==> src/inc/svm_pkg.sv <==
package svm_pkg;
    // ****************************************
    // Register offsets
    // ****************************************
    localparam logic [7:0] OFS_PROTECT = 8'h00;
    localparam logic [7:0] OFS_CLKCFG = 8'h04;
    localparam logic [7:0] OFS_CTRL = 8'h08;
    localparam logic [7:0] OFS_STATUS = 8'h0c;
    localparam logic [7:0] OFS_IRQEN = 8'h10;
    // ****************************************
    // Keys and reset values
    // ****************************************
    localparam logic [15:0] UNLOCK_KEY = 16'h0096;
    localparam logic [3:0] RESET_KEY = 4'ha;
    localparam logic [4:0] LEVEL_RST = 5'h1e;
    localparam logic DEBUG_RUN_ENABLE_RST = 1'b1;
    localparam logic [1:0] MODE_CONT = 2'h0;
    // ****************************************
    // Field positions
    // ****************************************
    localparam int CLK_DEBUG_RUN_ENABLE_POS = 8;
    localparam int CLK_DIV_POS = 4;
    localparam int CLK_SRC_POS = 0;
    localparam int CTL_SRCEXT_POS = 15;
    localparam int CTL_CNT_POS = 13;
    localparam int CTL_LVL_POS = 8;
    localparam int CTL_KEY_POS = 4;
    localparam int CTL_PIN_POS = 3;
    localparam int CTL_MODE_POS = 1;
    localparam int CTL_EN_POS = 0;
    localparam int STS_RESULT_POS = 8;
    localparam int STS_FLAG_POS = 0;
    // ****************************************
    // Cycle counts
    // ****************************************
    localparam logic [8:0] IVL_128_LAST = 9'h07f;
    localparam logic [8:0] IVL_256_LAST = 9'h0ff;
    localparam logic [8:0] IVL_512_LAST = 9'h1ff;
    localparam logic [15:0] DIV_BASE = 16'h0010;
    localparam logic [2:0] DIV_MAX = 3'h5;
endpackage

==> src/logic/level_sync.sv <==
module level_sync #(
    parameter int WIDTH = 1
) (
    input wire logic pclk,
    input wire logic presetn,
    input wire logic [WIDTH-1:0] async_in,
    output logic [WIDTH-1:0] sync_q
);
    logic [WIDTH-1:0] meta_q;

    // ****************************************
    // Two flip-flops per bit
    // ****************************************
    for (genvar i = 0; i < WIDTH; i++) begin : g_bit
        always_ff @(posedge pclk or negedge presetn) begin
            if (!presetn) begin
                meta_q[i] <= 1'b0;
                sync_q[i] <= 1'b0;
            end else begin
                meta_q[i] <= async_in[i];
                sync_q[i] <= meta_q[i];
            end
        end
    end
endmodule

==> src/logic/monitor_clk_div.sv <==
module monitor_clk_div
    import svm_pkg::*;
(
    input wire logic pclk,
    input wire logic presetn,
    input wire logic [3:0] src_tick,
    input wire logic [1:0] src_sel,
    input wire logic [2:0] div_sel,
    input wire logic run,
    output logic tick_q
);
    logic [8:0] cnt_q;
    logic [8:0] last;
    logic fast;
    logic src_on;

    assign fast = src_sel[0];
    assign src_on = src_tick[src_sel] && run;
    assign last = 9'((DIV_BASE << div_sel) - 16'h0001);

    // ****************************************
    // Prescaler
    // ****************************************
    always_ff @(posedge pclk or negedge presetn) begin
        if (!presetn) begin
            cnt_q <= 9'h000;
            tick_q <= 1'b0;
        end else begin
            tick_q <= 1'b0;
            if (src_on && fast) begin
                tick_q <= 1'b1;
            end else if (src_on && div_sel <= DIV_MAX) begin
                if (cnt_q >= last) begin
                    cnt_q <= 9'h000;
                    tick_q <= 1'b1;
                end else begin
                    cnt_q <= cnt_q + 9'h001;
                end
            end
        end
    end
endmodule

==> src/logic/supply_monitor.sv <==
// Notes on behaviour
// - Sleep-stop set for chosen source halts the monitor clock in sleep.
// - Debug-run at 0 suspends the monitor clock in debug mode.
// - Debug-run at 1 keeps the monitor clock running in debug mode.
// - Result reads 1 below threshold, 0 at or above it.
// - Mode 0 detects continuously, updating result on every comparison.
// - Continuous low raises reset if key is 0xa, else interrupt.
// - Modes 1 to 3 power up, detect once, power down per interval.
// - Intermittent mode acts only after the set consecutive low count.
// - Flag sets on continuous low or reached count; write 1 clears.
// - Interrupt request only while flag and enable are both set.
// - Flag stays set after voltage recovers until software clears it.
// - Reset comes with flag set; detector runs continuous during reset.
// - Monitor reset keeps the external sense pin routed to detector.
// - Reset releases when result returns 0; mode stays continuous afterwards.
// - Five-bit level field, 32 levels; core supply uses 28.
// - Source is core supply or external sense pin 0 only.
// - Mode codes: continuous, every 128, 256, 512 monitor clocks.
// - Count codes: once, twice, four, eight; ignored when continuous.
// - During monitor reset count, mode and irq enable are cleared.
// - Changing count, key, mode or clearing flag restarts sequencer.
module supply_monitor
    import svm_pkg::*;
(
    input wire logic pclk,
    input wire logic presetn,
    input wire logic psel,
    input wire logic penable,
    input wire logic pwrite,
    input wire logic [7:0] paddr,
    input wire logic [31:0] pwdata,
    output logic [31:0] prdata_q,
    output logic pready_q,
    output logic pslverr_q,
    input wire logic [3:0] src_tick,
    input wire logic [3:0] osc_sleep_stop,
    input wire logic sleep_mode,
    input wire logic debug_mode,
    input wire logic comp_low_async,
    output logic comp_power_q,
    output logic comp_ext_q,
    output logic ext_route_q,
    output logic [4:0] level_q,
    output logic irq_q,
    output logic mon_reset_q
);
    typedef enum logic [1:0] {ST_OFF, ST_CONT, ST_WAIT, ST_SAMPLE} seq_e;

    logic unlocked_q;
    logic [1:0] src_q;
    logic [2:0] div_q;
    logic debug_run_enable_q;
    logic src_ext_q;
    logic [1:0] count_q;
    logic [3:0] key_q;
    logic pin_q;
    logic [1:0] mode_q;
    logic enable_q;
    logic result_q;
    logic flag_q;
    logic irq_en_q;
    seq_e state_q, state_d;
    logic [8:0] ivl_q;
    logic [2:0] warm_q;
    logic [3:0] cnt_q;
    logic [8:0] ivl_last;
    logic [31:0] rdata_d;
    logic tick;
    logic run;
    logic comp_low;
    logic wr, wr_ctl, wr_clr;
    logic sampling, event_w, reinit;

    // ****************************************
    // Clock gating and sub-blocks
    // ****************************************
    assign run = !(sleep_mode && osc_sleep_stop[src_q])
        && !(debug_mode && !debug_run_enable_q);

    monitor_clk_div u_div (
        .pclk(pclk),
        .presetn(presetn),
        .src_tick(src_tick),
        .src_sel(src_q),
        .div_sel(div_q),
        .run(run),
        .tick_q(tick)
    );

    level_sync #(.WIDTH(1)) u_sync (
        .pclk(pclk),
        .presetn(presetn),
        .async_in(comp_low_async),
        .sync_q(comp_low)
    );

    // ****************************************
    // APB slave
    // ****************************************
    assign wr = psel && penable && pwrite && pready_q;
    assign wr_ctl = wr && paddr == OFS_CTRL && unlocked_q;
    assign wr_clr = wr && paddr == OFS_STATUS && pwdata[STS_FLAG_POS];

    always_comb begin
        rdata_d = 32'h0000_0000;
        if (paddr == OFS_PROTECT) begin
            rdata_d[0] = unlocked_q;
        end else if (paddr == OFS_CLKCFG) begin
            rdata_d[CLK_DEBUG_RUN_ENABLE_POS] = debug_run_enable_q;
            rdata_d[CLK_DIV_POS +: 3] = div_q;
            rdata_d[CLK_SRC_POS +: 2] = src_q;
        end else if (paddr == OFS_CTRL) begin
            rdata_d[CTL_SRCEXT_POS] = src_ext_q;
            rdata_d[CTL_CNT_POS +: 2] = count_q;
            rdata_d[CTL_LVL_POS +: 5] = level_q;
            rdata_d[CTL_KEY_POS +: 4] = key_q;
            rdata_d[CTL_PIN_POS] = pin_q;
            rdata_d[CTL_MODE_POS +: 2] = mode_q;
            rdata_d[CTL_EN_POS] = enable_q;
        end else if (paddr == OFS_STATUS) begin
            rdata_d[STS_RESULT_POS] = result_q;
            rdata_d[STS_FLAG_POS] = flag_q;
        end else if (paddr == OFS_IRQEN) begin
            rdata_d[0] = irq_en_q;
        end
    end

    always_ff @(posedge pclk or negedge presetn) begin
        if (!presetn) begin
            pready_q <= 1'b0;
            pslverr_q <= 1'b0;
            prdata_q <= 32'h0000_0000;
        end else begin
            pready_q <= psel && !penable;
            if (psel && !penable) begin
                prdata_q <= rdata_d;
                pslverr_q <= paddr > OFS_IRQEN || paddr[1:0] != 2'h0;
            end
        end
    end

    // ****************************************
    // Configuration registers
    // ****************************************
    always_ff @(posedge pclk or negedge presetn) begin
        if (!presetn) begin
            unlocked_q <= 1'b0;
        end else if (wr && paddr == OFS_PROTECT) begin
            unlocked_q <= pwdata[15:0] == UNLOCK_KEY;
        end
    end

    always_ff @(posedge pclk or negedge presetn) begin
        if (!presetn) begin
            src_q <= 2'h0;
            div_q <= 3'h0;
            debug_run_enable_q <= DEBUG_RUN_ENABLE_RST;
        end else if (wr && paddr == OFS_CLKCFG && unlocked_q) begin
            src_q <= pwdata[CLK_SRC_POS +: 2];
            div_q <= pwdata[CLK_DIV_POS +: 3];
            debug_run_enable_q <= pwdata[CLK_DEBUG_RUN_ENABLE_POS];
        end
    end

    always_ff @(posedge pclk or negedge presetn) begin
        if (!presetn) begin
            src_ext_q <= 1'b0;
            level_q <= LEVEL_RST;
            key_q <= 4'h0;
            pin_q <= 1'b0;
            enable_q <= 1'b0;
        end else if (wr_ctl) begin
            src_ext_q <= pwdata[CTL_SRCEXT_POS];
            level_q <= pwdata[CTL_LVL_POS +: 5];
            key_q <= pwdata[CTL_KEY_POS +: 4];
            pin_q <= pwdata[CTL_PIN_POS];
            enable_q <= pwdata[CTL_EN_POS];
        end
    end

    always_ff @(posedge pclk or negedge presetn) begin
        if (!presetn) begin
            count_q <= 2'h0;
            mode_q <= MODE_CONT;
            irq_en_q <= 1'b0;
        end else if (mon_reset_q) begin
            count_q <= 2'h0;
            mode_q <= MODE_CONT;
            irq_en_q <= 1'b0;
        end else begin
            if (wr_ctl) begin
                mode_q <= pwdata[CTL_MODE_POS +: 2];
                if (pwdata[CTL_MODE_POS +: 2] != MODE_CONT) begin
                    count_q <= pwdata[CTL_CNT_POS +: 2];
                end
            end
            if (wr && paddr == OFS_IRQEN) begin
                irq_en_q <= pwdata[0];
            end
        end
    end

    // ****************************************
    // Detection sequencer
    // ****************************************
    assign reinit = enable_q && (wr_clr || (wr_ctl && (
        pwdata[CTL_CNT_POS +: 2] != count_q
        || pwdata[CTL_KEY_POS +: 4] != key_q
        || pwdata[CTL_MODE_POS +: 2] != mode_q)));
    assign sampling = tick && (&warm_q)
        && (state_q == ST_CONT || state_q == ST_SAMPLE);
    assign event_w = sampling && comp_low && (state_q == ST_CONT
        || cnt_q + 4'h1 >= (4'h1 << count_q));

    always_comb begin
        case (mode_q)
            2'h2: ivl_last = IVL_256_LAST;
            2'h3: ivl_last = IVL_512_LAST;
            default: ivl_last = IVL_128_LAST;
        endcase
    end

    always_comb begin
        state_d = state_q;
        case (state_q)
            ST_OFF: begin
                if (enable_q) begin
                    state_d = mode_q == MODE_CONT ? ST_CONT : ST_WAIT;
                end
            end
            ST_CONT: begin
                if (mode_q != MODE_CONT) begin
                    state_d = ST_WAIT;
                end
            end
            ST_WAIT: begin
                if (mode_q == MODE_CONT) begin
                    state_d = ST_CONT;
                end else if (tick && ivl_q >= ivl_last) begin
                    state_d = ST_SAMPLE;
                end
            end
            ST_SAMPLE: begin
                if (tick) begin
                    state_d = ST_WAIT;
                end
            end
            default: state_d = ST_OFF;
        endcase
        if (!enable_q) begin
            state_d = ST_OFF;
        end else if (reinit) begin
            state_d = ST_OFF;
        end
    end

    always_ff @(posedge pclk or negedge presetn) begin
        if (!presetn) begin
            state_q <= ST_OFF;
            comp_power_q <= 1'b0;
            warm_q <= 3'h0;
        end else begin
            state_q <= state_d;
            comp_power_q <= state_d == ST_CONT || state_d == ST_SAMPLE;
            warm_q <= {warm_q[1:0], comp_power_q};
        end
    end

    always_ff @(posedge pclk or negedge presetn) begin
        if (!presetn) begin
            ivl_q <= 9'h000;
        end else if (state_q != ST_WAIT || reinit) begin
            ivl_q <= 9'h000;
        end else if (tick) begin
            ivl_q <= ivl_q + 9'h001;
        end
    end

    always_ff @(posedge pclk or negedge presetn) begin
        if (!presetn) begin
            cnt_q <= 4'h0;
        end else if (state_q == ST_OFF || state_q == ST_CONT || reinit) begin
            cnt_q <= 4'h0;
        end else if (sampling) begin
            cnt_q <= comp_low && !event_w ? cnt_q + 4'h1 : 4'h0;
        end
    end

    always_ff @(posedge pclk or negedge presetn) begin
        if (!presetn) begin
            result_q <= 1'b0;
        end else if (sampling) begin
            result_q <= comp_low;
        end
    end

    // ****************************************
    // Flag, interrupt and reset
    // ****************************************
    always_ff @(posedge pclk or negedge presetn) begin
        if (!presetn) begin
            flag_q <= 1'b0;
        end else if (event_w) begin
            flag_q <= 1'b1;
        end else if (wr_clr) begin
            flag_q <= 1'b0;
        end
    end

    always_ff @(posedge pclk or negedge presetn) begin
        if (!presetn) begin
            irq_q <= 1'b0;
            mon_reset_q <= 1'b0;
        end else begin
            irq_q <= flag_q && irq_en_q && !mon_reset_q;
            if (event_w && key_q == RESET_KEY) begin
                mon_reset_q <= 1'b1;
            end else if (sampling && !comp_low) begin
                mon_reset_q <= 1'b0;
            end
        end
    end

    always_ff @(posedge pclk or negedge presetn) begin
        if (!presetn) begin
            comp_ext_q <= 1'b0;
            ext_route_q <= 1'b0;
        end else begin
            comp_ext_q <= src_ext_q;
            ext_route_q <= src_ext_q && !pin_q;
        end
    end
endmodule

==> config.mk <==
export PLATFORM = sky130hd
export DESIGN_NAME = supply_monitor
export DESIGN_NICKNAME = d
export VERILOG_FILES = /design/src/inc/svm_pkg.sv /design/src/logic/level_sync.sv /design/src/logic/monitor_clk_div.sv /design/src/logic/supply_monitor.sv
export SDC_FILE = /design/constraint.sdc
export NUM_CORES = 1
export LEC_CHECK = 0
export BUFFER_PORTS_ARGS = -buffer_cell sky130_fd_sc_hd__buf_4
export CAP_MARGIN = 15
export CORE_UTILIZATION = 40
export CTS_BUF_LIST = sky130_fd_sc_hd__clkbuf_16
export DETAILED_ROUTE_END_ITERATION = 6
export REMOVE_ABC_BUFFERS = 1
export SLEW_MARGIN = 20
export SYNTH_ARGS = -nofsm -noshare
export SYNTH_HDL_FRONTEND = slang
export SYNTH_SLANG_ARGS = --single-unit
==> constraint.sdc <==
create_clock -name pclk -period 3.6 [get_ports pclk]
set_input_delay 0.18 -clock pclk [delete_from_list [all_inputs] [get_ports pclk]]
set_output_delay 0.18 -clock pclk [all_outputs]
set_load 0.05 [all_outputs]
==> key figures <==
Clocking
  • Postcts setup bufs: 0
  • CTS H-tree depth: 3
  • Root buffer cell: clkbuf_16
  • Worst-case clock buffer depth: 2
  • Worst-path clk slew: 0.06 ns
  • Clk Latency, worst-skew pair: 0.33 ns
  • # clock sinks: a little under 80
  • CTS tree: yes
  • Cts bufs inserted: 9

Placed design
  • GP Congestion: 0.7233
  • Area after DPL: 4836 µm²
  • IO Port Bufs: 67
  • DP Wirelength: 6626 µm

Timing
  • Setup Skew: 0.006870 ns
  • Slew @ Worst Pin: 0.7680 ns
  • Slew HR: 0.4864
  • Min cycle time layout: 3.175 ns
  • Pins Over Slew Limit: 0
  • Period utilization: 0.8820
  • RSZ-0062 raised after global routing: false
  • Hold Vio Cnt, Final: 0
  • Final setup fails: 0
  • Setup TNS: 0 ns
  • Fmax: 314.9 MHz

Final layout
  • Filler Cells Inserted: 957
  • Most common cell after layout, fill and taps aside: dfrtp_1
  • Most frequent cells in the layout: dfrtp_1 (73), buf_4 (68), nand2_1 (52), o21ai_0 (23), nor2_1 (22)
  • Nets: 549
  • Antenna cells: 0
  • Layout cell share with drive strength beyond 1: 0.2733
  • Design area: 5161 µm²
  • Layout Area Growth over Synthesis: 19.50%

Synthesis
  • Largest area contributor in the netlist: dfrtp_1
  • Main synth FF type: dfrtp_1
  • Post-Syn Instances: 412
  • Cell Area, Synth: 4319 µm²
  • Ys async rst share: 1.000
  • Area share of the largest cell type after synthesis: 0.4229
  • Number of synthesized register bits: between 70 and 80
  • Register area share after synthesis: 0.4534
  • EDFF count, synth: 0
  • Mapped Avg Cell Area: 10.48 µm²
  • Netlist cell types: between 60 and 70
  • Synth warnings: 0
  • Synth top area cells: dfrtp_1 (42%), nand2_1 (4.5%), ha_1 (4.3%)

Worst setup path
  • Worst Path Arrival: approximately 3.4 ns
  • Worst R2R Setup Slack: roughly 0.42 ns
  • Critical path endpoint: u_div.cnt_q[0]
  • Reg-to-Reg Start: div_q[0]
  • Slowest stage delay, CP: roughly 0.54 ns
  • Crit path depth: 9
  • Worst path cell trace: or3_1 > ha_1 > xnor2_1 > ha_1 > a21o_1 > a211oi_1 > a21oi_4 > nor2b_1 > mux2_2
  • CP Data Required Time: 3.87 ns
  • Reg2reg end: u_div.cnt_q[0]
  • Critical path's most frequent cell: ha_1
  • Slowest CP cell: nor2b_1
  • Beginning of the critical path: div_q[0]
  • Crit path max-delay family: simple AND/OR/NAND/NOR gates
  • CP endpoint kind: register
  • Worst r2r path cells: 9
  • Worst-path maximum fanout: 9
  • Startpoint types: register
  • Count of buffer and inverter cells on the critical path: 0
  • Crit Path Category: register to register

Routing
  • Antenna Nets Post-Route: 0
  • Drt pass-1 iters: 4
  • Routed wire per std cell: between 10 and 15 µm
  • Initial DRC count: 120
  • DRC: 0
  • Drt total wl: 9246 µm
  • DR vias: around 3200
  • Via/cell ratio: 5.174

Power and ir drop
  • Clock Power Share: 0.414
  • Pwr dens: approximately 400 nW/µm²
  • Switching share of total power: 0.2753
  • Sequential power share: 0.462
  • Pint: 1467 µW
  • Net Switching: 557.3 µW
  • Maximum VDD drop: 0.2187 mV
  • Combinational power share: 0.124
  • Static leakage: around 0.0024 µW

Global route
  • Tot GR Track Use: 0.1745
  • GR Overflow Total: 0
  • Initial antenna violation count: 0
  • Vias in the first global route: about 3200
  • Largest net degree at the start of global routing: around 80
  • First-pass GRT wire length: 15440 µm

Die
  • Boundary pin count: 100
  • Core ar.: 10420 µm²
  • Die width: 105.9 µm
  • Num rows: 37
  • Starting density of the core: 0.4147
  • Die Height: 105.9 µm
  • Die area: 11220 µm²

Status
  • Status: finished, final reports clean

Job
  • Max Cap Viol: 0

Hold path
  • Worst min-delay path category: input pin to register
[cell usage after synthesis (3+ instances only)]
cell,number
dfrtp_1,73
nor2_1,22
mux2i_1,7
and4_1,3
nand4_1,3
a21o_1,4
nand2_1,52
xnor2_1,5
o21ai_0,23
nand3_1,10
ha_1,15
mux2_2,14
buf_2,3
nor3_2,6
nor3_1,10
nor2b_1,7
mux2_4,6
and3_1,10
and2_1,4
buf_4,18
clkbuf_1,6
a211oi_1,4
a21oi_1,8
or3_1,4
a22o_1,7
inv_1,10
xor2_1,14
nand2b_1,9
a22oi_1,5
dfstp_2,5
[power groups by stage]
stage               Combinational, µW  Sequential [µW]  Clock [µW]
global route                      276              941         889
detailed placement                248              951           0
CTS                               248              936         861
floorplan                         147              950           0
global placement                  241              951           0
finish                            251              936         838
[worst min path at each step]
stage	start	endpoint	slack, ns	cells past startpoint
6_report	pwdata[11]	level_q[3]	0.09	2
5_1_grt	pwdata[3]	pin_q	0.09	2
4_1_cts	presetn	ivl_q[4]	0.05	1
3_5_place_dp	comp_low_async	u_sync.meta_q	0.29	1
3_3_place_gp	comp_low_async	u_sync.meta_q	0.29	1
2_1_floorplan	presetn	cnt_q[0]	-0.12	0
[registers in the layout, indices dropped and copies added, names as in the netlist, 2 cells and up]
register / cells
prdata_q: 16
ivl_q: 9
u_div.cnt_q: 9
level_q: 5
cnt_q: 4
key_q: 4
div_q: 3
warm_q: 3
count_q: 2
mode_q: 2
src_q: 2
[kinds of logic (layout without fill, tap and decap cells)]
| logic type | Yosys count | count (layout) | synth area share |
|---|---|---|---|
| other | 1 | 16 | 0.0008682 |
| muxes | 27 | 27 | 0.07358 |
| xor gates and xnor gates | 19 | 19 | 0.03853 |
| adders and majority gates | 15 | 15 | 0.04345 |
| buffers and inverters | 41 | 97 | 0.05967 |
| AOI/OAI and AO/OA | 72 | 72 | 0.1202 |
| and+or+nand+nor | 159 | 159 | 0.2103 |
| DFF | 78 | 78 | 0.4534 |
[per-layer routing]
layer | track usage | share of wire | up-vias
met4 | 0.05754 | 0.014 | 0
met5 | 0 | 0 | -
li1 | - | - | 1560
met1 | 0.2391 | 0.49 | 1562
met2 | 0.2806 | 0.47 | 71
met3 | 0.03004 | 0.031 | 10
[worst reg2reg max path, stage by stage (launching register included)]
cell	delay [ns]
dfrtp_1	0.46
or3_1	0.42
ha_1	0.24
xnor2_1	0.19
ha_1	0.27
a21o_1	0.18
a211oi_1	0.39
a21oi_4	0.16
nor2b_1	0.54
mux2_2	0.27
[metrics by stage]
step	util	power, µW	cells	hold WS (ns)	worst slack (ns)
2_1_floorplan	-	1097	396	-0.1156	0.8394
6_report	0.4955	2025	619	0.09148	0.4249
3_3_place_gp	0.4643	1192	600	0.2893	0.5761
5_1_grt	0.4955	2107	619	0.08571	0.2393
4_1_cts	0.4917	2046	617	0.05386	0.4517
3_5_place_dp	0.4643	1199	600	0.2916	0.4814
[layout make-up]
type / count / area (µm²) / area share
inverter: 10 / 37.54 / 0.007273
multi-input combinational: 308 / 2162 / 0.4189
clock inverter: 7 / 50.05 / 0.009697
sequential: 78 / 1958 / 0.3794
timing repair buffer: 71 / 558.0 / 0.1081
tap: 136 / 170.2 / 0.03297
clock buffer: 9 / 225.2 / 0.04364
[repair_timing]
item	4_1_cts	5_1_grt
resized for setup	0	0
endpoints found under the hold margin	1	30
setup endpoints to repair	0	0
hold buffers	1	1
No activity file was read; power rests on OpenSTA's default activity.
